--- src/motor_ref_pkg.sv ---
// Constants for the motor loop reference monitor register bank
// Operation
// - Open-loop torque current reference, read only
// - Closed-loop speed reference, read only
// - Flux-loop d-axis current reference, read only
// - Torque-loop q-axis current reference, read only
// - Detection state in low 16 bits, upper zero
// - Every register reads zero after reset
package motor_ref_pkg;

  // ---------------------------------------------------------------
  // Register indices (byte address is four times the index)
  // ---------------------------------------------------------------
  localparam logic [15:0] IDX_OPEN_LOOP_TORQUE = 16'h0548;
  localparam logic [15:0] IDX_CLOSED_SPEED     = 16'h05cc;
  localparam logic [15:0] IDX_FLUX_CURRENT     = 16'h05fc;
  localparam logic [15:0] IDX_TORQUE_CURRENT   = 16'h05fe;
  localparam logic [15:0] IDX_DETECT_STATE     = 16'h067a;
  localparam logic [15:0] IDX_IRQ_STATUS       = 16'h0680;
  localparam logic [15:0] IDX_IRQ_MASK         = 16'h0681;

  // ---------------------------------------------------------------
  // Storage slots inside the reference store
  // ---------------------------------------------------------------
  localparam int          NUM_SLOTS            = 5;
  localparam int          SLOT_W               = 3;
  localparam logic [2:0]  SLOT_OPEN_LOOP       = 3'h0;
  localparam logic [2:0]  SLOT_SPEED           = 3'h1;
  localparam logic [2:0]  SLOT_FLUX            = 3'h2;
  localparam logic [2:0]  SLOT_TORQUE          = 3'h3;
  localparam logic [2:0]  SLOT_DETECT          = 3'h4;

  // ---------------------------------------------------------------
  // Detection state field and codes
  // ---------------------------------------------------------------
  localparam int          STATE_W              = 16;
  localparam logic [15:0] DETECT_INIT          = 16'h0000;
  localparam logic [15:0] DETECT_STOP_CHECK    = 16'h0001;
  localparam logic [15:0] DETECT_DIRECTION     = 16'h0002;
  localparam logic [15:0] DETECT_DONE          = 16'h0003;
  localparam logic [15:0] DETECT_ERROR         = 16'h0004;

  // ---------------------------------------------------------------
  // Interrupt event bits and reset values
  // ---------------------------------------------------------------
  localparam int          EV_W                 = 3;
  localparam int          EV_DONE_BIT          = 0;
  localparam int          EV_ERROR_BIT         = 1;
  localparam int          EV_RO_WRITE_BIT      = 2;
  localparam logic [31:0] REG_RESET            = 32'h0000_0000;
  localparam logic [2:0]  EV_RESET             = 3'h0;

endpackage

--- src/motor_loop_reference_monitor.sv ---
// APB read-only bank of motor control loop references with interrupts
`timescale 1ns/10ps

module motor_loop_reference_monitor #(
  parameter int ADDR_W = 16
) (
  input  wire logic              pclk,
  input  wire logic              presetn,
  input  wire logic              psel,
  input  wire logic              penable,
  input  wire logic              pwrite,
  input  wire logic [ADDR_W-1:0] paddr,
  input  wire logic [31:0]       pwdata,
  output logic      [31:0]       prdata,
  output logic                   pready,
  output logic                   pslverr,
  input  wire logic              upd_valid,
  input  wire logic [2:0]        upd_sel,
  input  wire logic [31:0]       upd_data,
  output logic                   irq
);

  // ---------------------------------------------------------------
  // Bus state machine
  // ---------------------------------------------------------------
  typedef enum logic [2:0] {
    S_IDLE  = 3'b001,  // Waiting for a setup cycle
    S_FETCH = 3'b010,  // First access cycle, store data arriving
    S_RESP  = 3'b100   // pready high, transfer completes here
  } bus_state_e;

  bus_state_e                           state_q;     // Current bus state
  bus_state_e                           state_d;     // Next bus state
  logic [31:0]                          prdata_q;    // Registered read data
  logic [31:0]                          prdata_d;    // Next read data
  logic                                 pready_q;    // Registered ready
  logic                                 pready_d;    // Next ready
  logic                                 pslverr_q;   // Registered error
  logic                                 pslverr_d;   // Next error
  logic [motor_ref_pkg::EV_W-1:0]       status_q;    // Sticky events
  logic [motor_ref_pkg::EV_W-1:0]       status_d;    // Next events
  logic [motor_ref_pkg::EV_W-1:0]       mask_q;      // Interrupt enables
  logic [motor_ref_pkg::EV_W-1:0]       mask_d;      // Next enables
  logic                                 irq_q;       // Registered interrupt
  logic                                 irq_d;       // Next interrupt

  // ---------------------------------------------------------------
  // Address decode
  // ---------------------------------------------------------------
  logic [15:0]                          idx;         // Word index of paddr
  logic                                 aligned;     // Low address bits zero
  logic                                 hit_slot;    // Reference register hit
  logic [motor_ref_pkg::SLOT_W-1:0]     slot;        // Slot for that hit
  logic                                 hit_status;  // Status register hit
  logic                                 hit_mask;    // Mask register hit
  logic                                 hit_any;     // Any mapped register

  assign idx     = 16'(paddr[ADDR_W-1:2]);
  assign aligned = (paddr[1:0] == 2'h0);

  // Map index to storage slot
  always_comb
  begin
    hit_slot = aligned;
    slot     = motor_ref_pkg::SLOT_OPEN_LOOP;
    unique case (idx)
      motor_ref_pkg::IDX_OPEN_LOOP_TORQUE: slot = motor_ref_pkg::SLOT_OPEN_LOOP;
      motor_ref_pkg::IDX_CLOSED_SPEED:     slot = motor_ref_pkg::SLOT_SPEED;
      motor_ref_pkg::IDX_FLUX_CURRENT:     slot = motor_ref_pkg::SLOT_FLUX;
      motor_ref_pkg::IDX_TORQUE_CURRENT:   slot = motor_ref_pkg::SLOT_TORQUE;
      motor_ref_pkg::IDX_DETECT_STATE:     slot = motor_ref_pkg::SLOT_DETECT;
      default:                             hit_slot = 1'b0;
    endcase
  end

  assign hit_status = aligned && (idx == motor_ref_pkg::IDX_IRQ_STATUS);
  assign hit_mask   = aligned && (idx == motor_ref_pkg::IDX_IRQ_MASK);
  assign hit_any    = hit_slot || hit_status || hit_mask;

  // ---------------------------------------------------------------
  // Reference store
  // ---------------------------------------------------------------
  logic                                 rd_en;       // Fetch at setup edge
  logic                                 wr_en;       // Algorithm update
  logic [31:0]                          wr_data;     // Update word
  logic [31:0]                          rd_data;     // Store read data

  assign rd_en = (state_q == S_IDLE) && psel && !penable;
  assign wr_en = upd_valid && (int'(upd_sel) < motor_ref_pkg::NUM_SLOTS);

  // State code keeps only its field; the upper half stays zero
  assign wr_data = (upd_sel == motor_ref_pkg::SLOT_DETECT)
                 ? {16'h0000, upd_data[motor_ref_pkg::STATE_W-1:0]}
                 : upd_data;

  ref_store #(
    .WIDTH (32),
    .DEPTH (motor_ref_pkg::NUM_SLOTS),
    .IDX_W (motor_ref_pkg::SLOT_W)
  ) u_store (
    .clk       (pclk),
    .rst_n     (presetn),
    .wr_en     (wr_en),
    .wr_idx    (upd_sel),
    .wr_data   (wr_data),
    .rd_en     (rd_en),
    .rd_idx    (slot),
    .rd_data_q (rd_data)
  );

  // ---------------------------------------------------------------
  // Bus next state and response
  // ---------------------------------------------------------------
  // One wait state: the store answers a cycle after the setup edge
  always_comb
  begin
    state_d   = state_q;
    prdata_d  = motor_ref_pkg::REG_RESET;
    pready_d  = 1'b0;
    pslverr_d = 1'b0;
    unique case (state_q)
      S_IDLE:
      begin
        if (psel && !penable)
        begin
          state_d = S_FETCH;
        end
      end
      S_FETCH:
      begin
        state_d   = S_RESP;
        pready_d  = 1'b1;
        pslverr_d = !hit_any;
        // Reads only select data; nothing is cleared on read
        if (!pwrite && hit_slot)
        begin
          prdata_d = rd_data;
        end
        else if (!pwrite && hit_status)
        begin
          prdata_d = 32'(status_q);
        end
        else if (!pwrite && hit_mask)
        begin
          prdata_d = 32'(mask_q);
        end
      end
      S_RESP:
      begin
        state_d = S_IDLE;
      end
    endcase
  end

  // Bus registers
  always_ff @(posedge pclk or negedge presetn)
  begin
    if (!presetn)
    begin
      state_q   <= S_IDLE;
      prdata_q  <= motor_ref_pkg::REG_RESET;
      pready_q  <= 1'b0;
      pslverr_q <= 1'b0;
    end
    else
    begin
      state_q   <= state_d;
      prdata_q  <= prdata_d;
      pready_q  <= pready_d;
      pslverr_q <= pslverr_d;
    end
  end

  // ---------------------------------------------------------------
  // Interrupt status and mask
  // ---------------------------------------------------------------
  logic                                 wr_fire;     // Write completes now
  logic [motor_ref_pkg::EV_W-1:0]       ev;          // Events this cycle

  assign wr_fire = (state_q == S_RESP) && psel && penable && pwrite;

  // Detection outcome and bus writes to a read-only slot register raise events; unmapped writes raise none
  always_comb
  begin
    ev = '0;
    ev[motor_ref_pkg::EV_DONE_BIT] = wr_en
      && (upd_sel == motor_ref_pkg::SLOT_DETECT)
      && (upd_data[15:0] == motor_ref_pkg::DETECT_DONE);
    ev[motor_ref_pkg::EV_ERROR_BIT] = wr_en
      && (upd_sel == motor_ref_pkg::SLOT_DETECT)
      && (upd_data[15:0] == motor_ref_pkg::DETECT_ERROR);
    ev[motor_ref_pkg::EV_RO_WRITE_BIT] = wr_fire && hit_slot;
  end

  // Write one to clear; a new event in the same cycle still sets
  always_comb
  begin
    status_d = status_q;
    mask_d   = mask_q;
    if (wr_fire && hit_status)
    begin
      status_d = status_q & ~pwdata[motor_ref_pkg::EV_W-1:0];
    end
    if (wr_fire && hit_mask)
    begin
      mask_d = pwdata[motor_ref_pkg::EV_W-1:0];
    end
    status_d = status_d | ev;
    irq_d    = |(status_d & mask_d);
  end

  // Interrupt registers
  always_ff @(posedge pclk or negedge presetn)
  begin
    if (!presetn)
    begin
      status_q <= motor_ref_pkg::EV_RESET;
      mask_q   <= motor_ref_pkg::EV_RESET;
      irq_q    <= 1'b0;
    end
    else
    begin
      status_q <= status_d;
      mask_q   <= mask_d;
      irq_q    <= irq_d;
    end
  end

  assign prdata  = prdata_q;
  assign pready  = pready_q;
  assign pslverr = pslverr_q;
  assign irq     = irq_q;

  // ---------------------------------------------------------------
  // Assertions
  // ---------------------------------------------------------------
  logic rd_resp;  // Read completing this cycle
  assign rd_resp = (state_q == S_RESP) && psel && penable && !pwrite;

  property p_open_loop_read;
    @(posedge pclk) disable iff (!presetn)
    (rd_resp && hit_slot && slot == motor_ref_pkg::SLOT_OPEN_LOOP)
      |-> prdata == $past(u_store.word_q[0], 2);
  endproperty
  a_open_loop_read: assert property (p_open_loop_read)
    else $error("open loop reference read mismatch");

  property p_speed_read;
    @(posedge pclk) disable iff (!presetn)
    (rd_resp && hit_slot && slot == motor_ref_pkg::SLOT_SPEED)
      |-> prdata == $past(u_store.word_q[1], 2);
  endproperty
  a_speed_read: assert property (p_speed_read)
    else $error("speed reference read mismatch");

  property p_flux_read;
    @(posedge pclk) disable iff (!presetn)
    (rd_resp && hit_slot && slot == motor_ref_pkg::SLOT_FLUX)
      |-> prdata == $past(u_store.word_q[2], 2);
  endproperty
  a_flux_read: assert property (p_flux_read)
    else $error("flux current reference read mismatch");

  property p_torque_read;
    @(posedge pclk) disable iff (!presetn)
    (rd_resp && hit_slot && slot == motor_ref_pkg::SLOT_TORQUE)
      |-> prdata == $past(u_store.word_q[3], 2);
  endproperty
  a_torque_read: assert property (p_torque_read)
    else $error("torque current reference read mismatch");

  property p_state_upper_zero;
    @(posedge pclk) disable iff (!presetn)
    (upd_valid && upd_sel == motor_ref_pkg::SLOT_DETECT && upd_data[15:0] == 16'h0003)
      |=> u_store.word_q[4][31:16] == 16'h0000 && status_q[0];
  endproperty
  a_state_upper_zero: assert property (p_state_upper_zero)
    else $error("detection state stored wrong or done event lost");

  property p_reset_clear;
    @(posedge pclk) disable iff (!presetn)
    $rose(presetn) |-> (prdata == 32'h0000_0000) && !irq && !pready
      && (u_store.word_q[4] == 32'h0000_0000) && (status_q == 3'h0);
  endproperty
  a_reset_clear: assert property (p_reset_clear)
    else $error("register not zero after reset");

  property p_ro_write_ignored;
    @(posedge pclk) disable iff (!presetn)
    (wr_fire && hit_slot && !upd_valid)
      |-> !pslverr ##1 ($stable(u_store.word_q[slot]) && status_q[2]);
  endproperty
  a_ro_write_ignored: assert property (p_ro_write_ignored)
    else $error("write to read-only register took effect");

  property p_wait_state;
    @(posedge pclk) disable iff (!presetn)
    (psel && !penable && state_q == S_IDLE) |=> !pready ##1 pready ##1 !pready;
  endproperty
  a_wait_state: assert property (p_wait_state)
    else $error("ready not given after exactly one wait state");

  c_read_open_loop: cover property (@(posedge pclk) disable iff (!presetn)
    rd_resp && hit_slot && slot == motor_ref_pkg::SLOT_OPEN_LOOP);
  c_detect_error: cover property (@(posedge pclk) disable iff (!presetn)
    ev[motor_ref_pkg::EV_ERROR_BIT]);
  c_irq_rise: cover property (@(posedge pclk) disable iff (!presetn) $rose(irq));

endmodule

--- src/ref_store.sv ---
// Small reset-to-zero word store with a registered read port
`timescale 1ns/10ps

module ref_store #(
  parameter int WIDTH = 32,
  parameter int DEPTH = 5,
  parameter int IDX_W = 3
) (
  input  wire logic             clk,
  input  wire logic             rst_n,
  input  wire logic             wr_en,
  input  wire logic [IDX_W-1:0] wr_idx,
  input  wire logic [WIDTH-1:0] wr_data,
  input  wire logic             rd_en,
  input  wire logic [IDX_W-1:0] rd_idx,
  output logic      [WIDTH-1:0] rd_data_q
);

  logic [WIDTH-1:0] word_q [DEPTH];  // Stored words
  logic [WIDTH-1:0] rd_data_d;       // Next read data

  // ---------------------------------------------------------------
  // Storage, one register per entry
  // ---------------------------------------------------------------
  for (genvar i = 0; i < DEPTH; i++)
  begin : g_word
    // Only the update port writes; reading never disturbs a word
    always_ff @(posedge clk or negedge rst_n)
    begin
      if (!rst_n)
      begin
        word_q[i] <= '0;
      end
      else if (wr_en && (wr_idx == IDX_W'(i)))
      begin
        word_q[i] <= wr_data;
      end
    end
  end

  // ---------------------------------------------------------------
  // Read port
  // ---------------------------------------------------------------
  // Holds last data when idle; out-of-range index reads zero
  always_comb
  begin
    rd_data_d = rd_data_q;
    if (rd_en)
    begin
      rd_data_d = (int'(rd_idx) < DEPTH) ? word_q[rd_idx] : '0;
    end
  end

  // Registered read data
  always_ff @(posedge clk or negedge rst_n)
  begin
    if (!rst_n)
    begin
      rd_data_q <= '0;
    end
    else
    begin
      rd_data_q <= rd_data_d;
    end
  end

endmodule

--- config.mk ---
export PLATFORM = sky130hd
export DESIGN_NAME = motor_loop_reference_monitor
export DESIGN_NICKNAME = d
export VERILOG_FILES = /design/src/motor_ref_pkg.sv /design/src/motor_loop_reference_monitor.sv /design/src/ref_store.sv
export SDC_FILE = /design/constraint.sdc
export NUM_CORES = 1
export LEC_CHECK = 0
export BUFFER_PORTS_ARGS = -buffer_cell sky130_fd_sc_hd__buf_2
export CORE_ASPECT_RATIO = 0.5
export CORE_MARGIN = 4
export CORE_UTILIZATION = 34
export DETAILED_ROUTE_END_ITERATION = 10
export PLACE_DENSITY = 0.55
export SLEW_MARGIN = 0
export SYNTH_ARGS = -nofsm -noshare
export SYNTH_HDL_FRONTEND = slang
export SYNTH_HIERARCHICAL = 1
export SYNTH_SLANG_ARGS = --single-unit
--- constraint.sdc ---
create_clock -name pclk -period 1.89 [get_ports pclk]
set_input_delay 0.0945 -clock pclk [delete_from_list [all_inputs] [get_ports pclk]]
set_output_delay 0.0945 -clock pclk [all_outputs]
set_load 0.05 [all_outputs]
==> metrics, run 1 <==
Rows 44; post-synth top area share 0.582; largest net degree at the start of global routing 60; highest clock rate roughly 540 MHz; ANT cells 0; power share of the clock group 0.341; I/O Buffers 94; Vias/cell 5.01; Post-synth top cells dfrtp_1 (235), mux2_2 (98), mux2i_1 (68), mux2_1 (64), a221o_1 (33); Mapped Area 10100 µm²; worst-path fanout max 6; H-tree depth 1; Worst Hold Class in2reg; synth warn 6; Detail Placement HPWL 15400 µm; Final Non-Filler Cells approximately 1300; Syn Area/Cell 14.3 µm²; min cycle time layout 1.86 ns; clock buffer depth 3; die height 130 µm; Tot GR Track Use 0.149; CTS buffer count 24; RePlAce Congestion 0.790; GRT met2 Usage 0.256; Most used DFF post-synth dfrtp_1; WHS ~0.056 ns; Fin Setup TNS 0 ns; register bit total from synthesis 236; drt pass-1 iters 4; Final Cycle Share 0.986; leading area contributor after synthesis dfrtp_1; Crit Path Category reg2reg; CTS root buffer clkbuf_16; DRT iter0 DRCs 340; power share of the combinational group 0.151; relative slew slack 0.651; initial antenna violation count 0; LEAKAGE between 5 and 6 nW; Vias 6393; Final setup violation count 0; Top Usage Layer GRT met2; Cell variety after synth 48; worst-margin pin slew 0.523 ns; Psw 3.33 mW; M1 GR Usage 0.205; DIE AREA 32700 µm²; VDD IR max between 0.6 and 0.7 mV; placed cell count 1210; met3 Resource Use GR 0.0211; Cell Area, Placed 11500 µm²; count leader, synth dfrtp_1; Setup Skew 0.00620 ns; Seq/Total Area, Yosys 0.584; sw frac 0.247; sequential power share 0.507; syn nets 794; first-pass GRT wire length 38900 µm; status finished, final reports clean; endpoint class of the critical path flop; EDFF count, synth 0; CTS tree yes; Pint 10.2 mW; drt drc 0; core area 29100 µm²; synthesis-to-finish area growth 24.5%; Post-synth ARST share 1.00; Die X ~250 µm; drt wl/cell 19.0 µm; Mapped Cells 705; Worst Path Arrival 2.26 ns; Max-cap violations 0; share of post-route cells with drive strength above 1 0.353; PwrDens 1070 nW/µm²; Initial Util 0.347; worst skew pair latency approximately 0.51 ns; Reg clk slew, reported paths 0.06 ns; IO Count 124; final core utilization 0.432; RSZ-0062 raised after global routing yes; crit start category flop; CP required ~2.3 ns; TritonCTS Sinks approximately 240; final hold vios 0; Routed WL roughly 24000 µm; # nets final 958; Synth area leaders dfrtp_1 (58%), mux2_2 (11%), mux2_1 (7.1%); GR Overflow Total 0; vias in the first global route between 6000 and 7000; Antenna Nets Post-Route 0; cell area after layout between 10000 and 15000 µm²; Final Max Tran Viols 0
## registers in the layout, summed over array words and instances (netlist names)
signal             count
irq                    1
pslverr                1
pready                 1
state_q                3
u_store/word_q       160
u_store/rd_data_q     32
prdata                32
mask_q                 3
status_q               3
## worst max-delay path, stage by stage, from the launching register on
cell	delay [ns]
dfrtp_1	0.41
or4_4	0.59
o41ai_2	0.30
nand2_1	0.12
a221o_1	0.33
## power groups by stage
stage | clock [mW] | combinational, mW | sequential [mW]
floorplan | 0 | 1.39 | 6.79
global placement | 0 | 1.92 | 6.89
detailed placement | 0 | 2.00 | 6.92
CTS | 4.73 | 2.04 | 6.85
global route | 4.95 | 2.27 | 6.98
finish | 4.60 | 2.04 | 6.84
## metrics by stage
step,power (mW),setup slack [ns]
finish,13.5,0.0256
global route,14.2,-0.0868
CTS,13.6,0.0136
detailed placement,8.93,-0.349
global placement,8.81,-0.318
floorplan,8.19,-0.0256
## worst paths after layout
path	startpoint	to	slack, ns	depth (start not counted)
setup reg to reg	state_q[1]$_DFFE_PN0P_	irq$_DFF_PN0_	0.03	4
hold / removal	paddr[14]	prdata[0]$_DFF_PN0_	0.06	4
max in group asynchronous	presetn	state_q[0]$_DFFE_PN1P_	1.07	3
hold reg to reg	state_q[1]$_DFFE_PN0P_	state_q[0]$_DFFE_PN1P_	0.48	1
min in group asynchronous	presetn	prdata[22]$_DFF_PN0_	0.10	2
setup / recovery	state_q[1]$_DFFE_PN0P_	irq$_DFF_PN0_	0.03	4
## layout by cell type, fill, tap and decap left out, types with 2 or more instances in the layout
cell and count:
nand4_1 3, mux2i_1 68, o2bb2ai_1 3, clkinv_2 6
clkbuf_1 7, nor3_4 2, o41ai_2 2, nand2_1 11
clkbuf_8 4, or4_4 3, nand3_1 4, inv_1 7
nor3_1 4, nor4_1 4, or4_1 2, nor2b_1 16
nor2_1 7, nand4b_1 3, or4b_1 3, clkbuf_16 25
buf_12 18, mux2_2 98, o22ai_1 32, and2_1 30
buf_4 46, or3b_4 2, nor4b_4 2, or3_1 2
buf_2 93, mux2_1 64, dfrtp_1 235, a221o_1 33
dlygate4sd3_1 23, nor4bb_4 2
## layer usage
| metal | vias up | share of wire |
|---|---|---|
| met5 | - | 0 |
| met4 | 0 | 0.015 |
| met3 | 28 | 0.027 |
| met2 | 62 | 0.50 |
| met1 | 3351 | 0.46 |
| li1 | 2952 | - |
## layout make-up
type / count / area [µm²]
Multi-Input combinational cell: 418 / 3980
Inverter: 8 / 30.0
Sequential cell: 236 / 5910
Tap cell: 391 / 489
Timing Repair Buffer: 181 / 1420
Clock buffer: 36 / 707
Clock inverter: 7 / 60.1
Fill cell: 2640 / 16500
## kinds of logic after synthesis
family	count (synthesis)	synth area share
muxes	230	0.248
and+or+nand+nor	108	0.0707
buffers and inverters	51	0.0334
DFF	236	0.584
AOI/OAI and AO/OA	79	0.0632
xor gates and xnor gates	1	0.000866
## timing repair
| item | 4_1_cts | 5_1_grt |
|---|---|---|
| gates resized for setup | 6 | 6 |
| setup buffers | 0 | 1 |
| setup endpoints to repair | 13 | 18 |
| endpoints found under the hold margin | 326 | 0 |
| pin swaps | 0 | 0 |
| hold buffers | 23 | 0 |
(Power assumes the default switching activity.)
==> run 2: changes to the inputs <==
Settings changed: PLACE_DENSITY 0.55 to not set.
Clock period 1.89 ns to 2.4 ns, I/O delays scaled along.
==> metrics, run 2 (same netlist as run 1, synthesis figures left out) <==
drt pass-1 iters 4; DIE AREA 32700 µm²; RePlAce Congestion 0.804; sequential power share 0.495; Setup WS pre-CTS 0.0113 ns; post-route setup slack between 0.3 and 0.4 ns; stages on the worst setup path 4; sw frac 0.244; largest net degree at the start of global routing 77; first-pass GRT wire length 36500 µm; WHS 0.0381 ns; Crit Path Category reg2reg; Initial Util 0.347; Antenna Nets Post-Route 0; crit-path cells or4_1 > o41ai_1 > o21ai_0 > a221o_1; synthesis-to-finish area growth 21.4%; Worst Hold Class in2reg; Overall Power roughly 11 mW; hold_sp paddr[2]; PwrDens between 800 and 900 nW/µm²; Final Cycle Share 0.845; reg2reg start state_q[1]$_DFFE_PN0P_; initial antenna violation count 2; GR Overflow Total 0; TritonCTS Sinks around 240; Setup Skew 0.0157 ns; relative slew slack 0.589; path depth of the worst reg2reg path 4; worst-case hold path end point status_q[1]$_DFF_PN0_; crit path max-delay cell type or4_1; vias in the first global route 6765; Fin Setup TNS 0 ns; status finished, final reports clean; CP required 2.78 ns; LEAKAGE 5.41 nW; Vias roughly 6300; CTS root buffer clkbuf_16; final hold vios 0; highest clock rate 493 MHz; final core utilization 0.421; most frequent cells in the layout dfrtp_1 (235), mux2_2 (98), buf_2 (93), mux2i_1 (68), mux2_1 (64); min cycle time layout 2.03 ns; Detail Placement HPWL ~14000 µm; # nets final between 900 and 1000; Hold Path Stages 3; drt wl/cell between 15 and 20 µm; Final setup violation count 0; Tot GR Track Use 0.140; DRT iter0 DRCs 343; Die X 252 µm; Final Max Tran Viols 0; IO Count between 100 and 150; I/O Buffers 94; H-tree depth 1; Largest register FFs 160; Post CTS Setup Buffer Count 0; Psw 2.65 mW; Crit path max-delay family compound AO/OA/AOI/OAI gates; endpoint class of the critical path flop; Routed WL roughly 23000 µm; CTS buffer count 24; Pint around 8 mW; VDD IR max 0.500 mV; clock buffer depth 3; power share of the clock group 0.364; Rows 44; Vias/cell 5.11; Met1 Wirelength 10500 µm; worst r2r dst irq$_DFF_PN0_; DR top layer met4; crit start category flop; core area 29100 µm²; DR WL met3 560 µm; worst-margin pin slew 0.616 ns; drt drc 0; RSZ-0062 raised after global routing no; CP max stage delay 0.65 ns; worst reg2reg setup slack 0.37 ns; met2 WL 11800 µm; die height 130 µm; most common cell after layout, fill and taps aside dfrtp_1; share of post-route cells with drive strength above 1 0.322; CP Buf/Inv Count 0; power share of the combinational group 0.141; Biggest register u_store/word_q; Max-cap violations 0; Worst Path Arrival 2.41 ns; worst-path fanout max 6; Reg clk slew, reported paths 0.06 ns; Fill cells between 2000 and 3000; worst skew pair latency 0.51 ns; CTS tree yes
run 2: changes by cell type in the layout (fill, tap and decap cells not counted), moves of 3 or more:
| cell | before | now |
|---|---|---|
| diode_2 | 0 | 3 |
| or4_4 | 3 | 0 |
| buf_12 | 18 | 13 |
| clkbuf_1 | 7 | 2 |
| dlygate4sd3_1 | 23 | 20 |
| buf_4 | 46 | 15 |
| or4_1 | 2 | 5 |
run 2: how the worst max path moves through the flow:
stage	to	from
after global routing	irq$_DFF_PN0_	state_q[1]$_DFFE_PN0P_
after CTS	irq$_DFF_PN0_	state_q[1]$_DFFE_PN0P_
after global placement	u_store/rd_data_q[14]$_DFFE_PN0P_	paddr[13]
after floorplan	u_store/rd_data_q[0]$_DFFE_PN0P_	paddr[13]
final	irq$_DFF_PN0_	state_q[1]$_DFFE_PN0P_
after detailed placement	u_store/rd_data_q[14]$_DFFE_PN0P_	paddr[13]
run 2: repair_timing:
item                                   CTS  global route
endpoints found under the hold margin  157             0
gates resized for setup                  0             0
hold buffers                            20             0
run 2: cell type report:
type / instances / area (µm²) / area share
repair buffers: 142 / 1050 / 0.0858
well taps: 391 / 489 / 0.0399
clock inverters: 11 / 139 / 0.0113
inverters: 8 / 30.0 / 0.00245
flip-flops and latches: 236 / 5910 / 0.481
diodes: 3 / 7.51 / 0.000612
multi-input cells: 418 / 3930 / 0.320
clock buffers: 33 / 716 / 0.0583
run 2: worst min-delay path, stage by stage:
cell	delay [ns]
buf_2	0.20
o41ai_1	0.11
nand2_1	0.07
run 2: power by group through the flow:
stage	logic, mW	clock network [mW]	registers [mW]
after floorplan	1.09	0	5.35
after global placement	1.45	0	5.39
after detailed placement	1.53	0	5.44
after CTS	1.56	4.03	5.37
after global routing	1.70	4.21	5.48
final	1.53	3.95	5.38
run 2: metrics by stage:
stage	instance area [µm²]	instances
2_1_floorplan	10100	705
3_5_place_dp	11200	1175
5_1_grt	12300	1242
4_1_cts	12300	1239
6_report	12300	1242
3_3_place_gp	11200	1175
run 2: per-layer routing:
metal  track usage  up-vias
li1              -     2870
met2         0.250       68
met1         0.182     3384
met4        0.0347        0
met3        0.0197       24
met5             0        -
==> run 3: changes to the inputs <==
Clock period 2.4 ns to 1.9 ns, I/O delays scaled along.
==> metrics, run 3 (same netlist as run 1, synthesis figures left out) <==
final hold vios 0; endpoint class of the critical path flop; Setup WS pre-CTS -0.326 ns; Worst Path Arrival 2.31 ns; Tot GR Track Use 0.145; CTS root buffer clkbuf_16; Final setup violation count 0; Setup Skew 0.00750 ns; worst skew pair latency 0.51 ns; crit path max-delay cell type or4_4; worst-path fanout max 6; Max-cap violations 0; Die X 252 µm; Routed WL between 20000 and 25000 µm; CTS buffer count 23; final core utilization 0.432; VDD IR max between 0.5 and 0.6 mV; Vias between 6000 and 7000; crit-path cells or4_4 > or4_4 > a22oi_2 > a221o_1; Crit Path Category reg2reg; largest net degree at the start of global routing 63; I/O Buffers 94; most frequent CP cell or4_4; synthesis-to-finish area growth 24.3%; post-route setup slack 0.0346 ns; cell area after layout 12600 µm²; Cell Area, Placed 11500 µm²; LEAKAGE 5.56 nW; Initial Util 0.347; H-tree depth 1; Rows 44; crit start category flop; Detail Placement HPWL 15400 µm; min cycle time layout 1.87 ns; RePlAce Congestion 0.826; initial antenna violation count 1; highest clock rate 536 MHz; Final Cycle Share 0.982; most common cell after layout, fill and taps aside dfrtp_1; worst-margin pin slew about 0.51 ns; share of post-route cells with drive strength above 1 0.355; relative slew slack 0.661; # nets final 955; RSZ-0062 raised after global routing yes; CTS tree yes; most frequent cells in the layout dfrtp_1 (235), mux2_2 (98), buf_2 (93), mux2i_1 (68), mux2_1 (64); Final Max Tran Viols 0; PwrDens approximately 1100 nW/µm²; first-pass GRT wire length 38100 µm; Biggest register u_store/word_q; clock buffer depth 3; status finished, final reports clean; die height 130 µm; CP required around 2.4 ns; core area approximately 29000 µm²; GR Overflow Total 0; drt drc 0; Reg clk slew, reported paths 0.07 ns; CP max stage delay between 0.5 and 0.6 ns; Worst Hold Class in2reg; CP Buf/Inv Count 0; ANT cells 0; TritonCTS Sinks 236; DRT iter0 DRCs 439; DIE AREA 32700 µm²; Largest register FFs 160; drt wl/cell between 15 and 20 µm; drt pass-1 iters 4; Fin Setup TNS 0 ns; worst reg2reg setup slack 0.03 ns; vias in the first global route 6921; Antenna Nets Post-Route 0; Crit path max-delay family simple AND/OR/NAND/NOR gates; Vias/cell just over 5; IO Count approximately 120
==> run 3: cell type report <==
cell class | instances | area (µm²)
clock buffer | 29 | 638
clock inverter | 10 | 110
fill | 2595 | 16600
inverter | 8 | 30.0
multi-input combinational | 418 | 3980
sequential | 236 | 5910
tap | 391 | 489
timing repair buffer | 179 | 1410
==> run 3: path summary, 6_finish.rpt <==
path | start | cells after the start | end
setup / recovery | state_q[1]$_DFFE_PN0P_ | 4 | irq$_DFF_PN0_
hold / removal | paddr[2] | 4 | status_q[1]$_DFF_PN0_
setup reg to reg | state_q[1]$_DFFE_PN0P_ | 4 | irq$_DFF_PN0_
hold reg to reg | u_store/word_q[76]$_DFFE_PN0P_ | 1 | u_store/word_q[76]$_DFFE_PN0P_
max in group asynchronous | presetn | 3 | u_store/word_q[77]$_DFFE_PN0P_
min in group asynchronous | presetn | 2 | u_store/word_q[60]$_DFFE_PN0P_
==> run 3: metrics by stage <==
step | hold slack [ns] | instances | power [mW]
after detailed placement | 0.0846 | 1207 | 8.89
after global placement | 0.0816 | 1207 | 8.74
after floorplan | -0.201 | 705 | 8.14
final | 0.0234 | 1271 | 13.4
after global routing | 0.0390 | 1271 | 14.0
after CTS | 0.00160 | 1269 | 13.5
==> run 3: routing by layer <==
layer / wire length (µm) / share of wire / track usage
met5: 7 / 0.00029 / 0
met4: 542 / 0.023 / 0.0382
met3: 857 / 0.036 / 0.0181
met2: 11900 / 0.49 / 0.260
met1: 10700 / 0.45 / 0.191
==> run 3: timing repair <==
action | CTS | global route
hold endpoints to repair | 268 | 0
setup endpoints to repair | 4 | 22
cloned | 0 | 1
hold buffers | 23 | 0
buffers inserted | 0 | 1
gates resized for setup | 3 | 9
==> run 3: power by group <==
group	total, mW	internal [mW]	leakage [nW]	switching, mW
sequential	6.81	6.20	3.00	0.602
clock	4.53	2.65	0.371	1.89
combinational	2.02	1.19	2.19	0.836
total	13.4	10.0	5.56	3.32
==> run 3: worst register-to-register path, cell delays in order, from the launching register on <==
cell and delay (ns):
dfrtp_1 0.43, or4_4 0.59, or4_4 0.51, a22oi_2 0.15, a221o_1 0.14
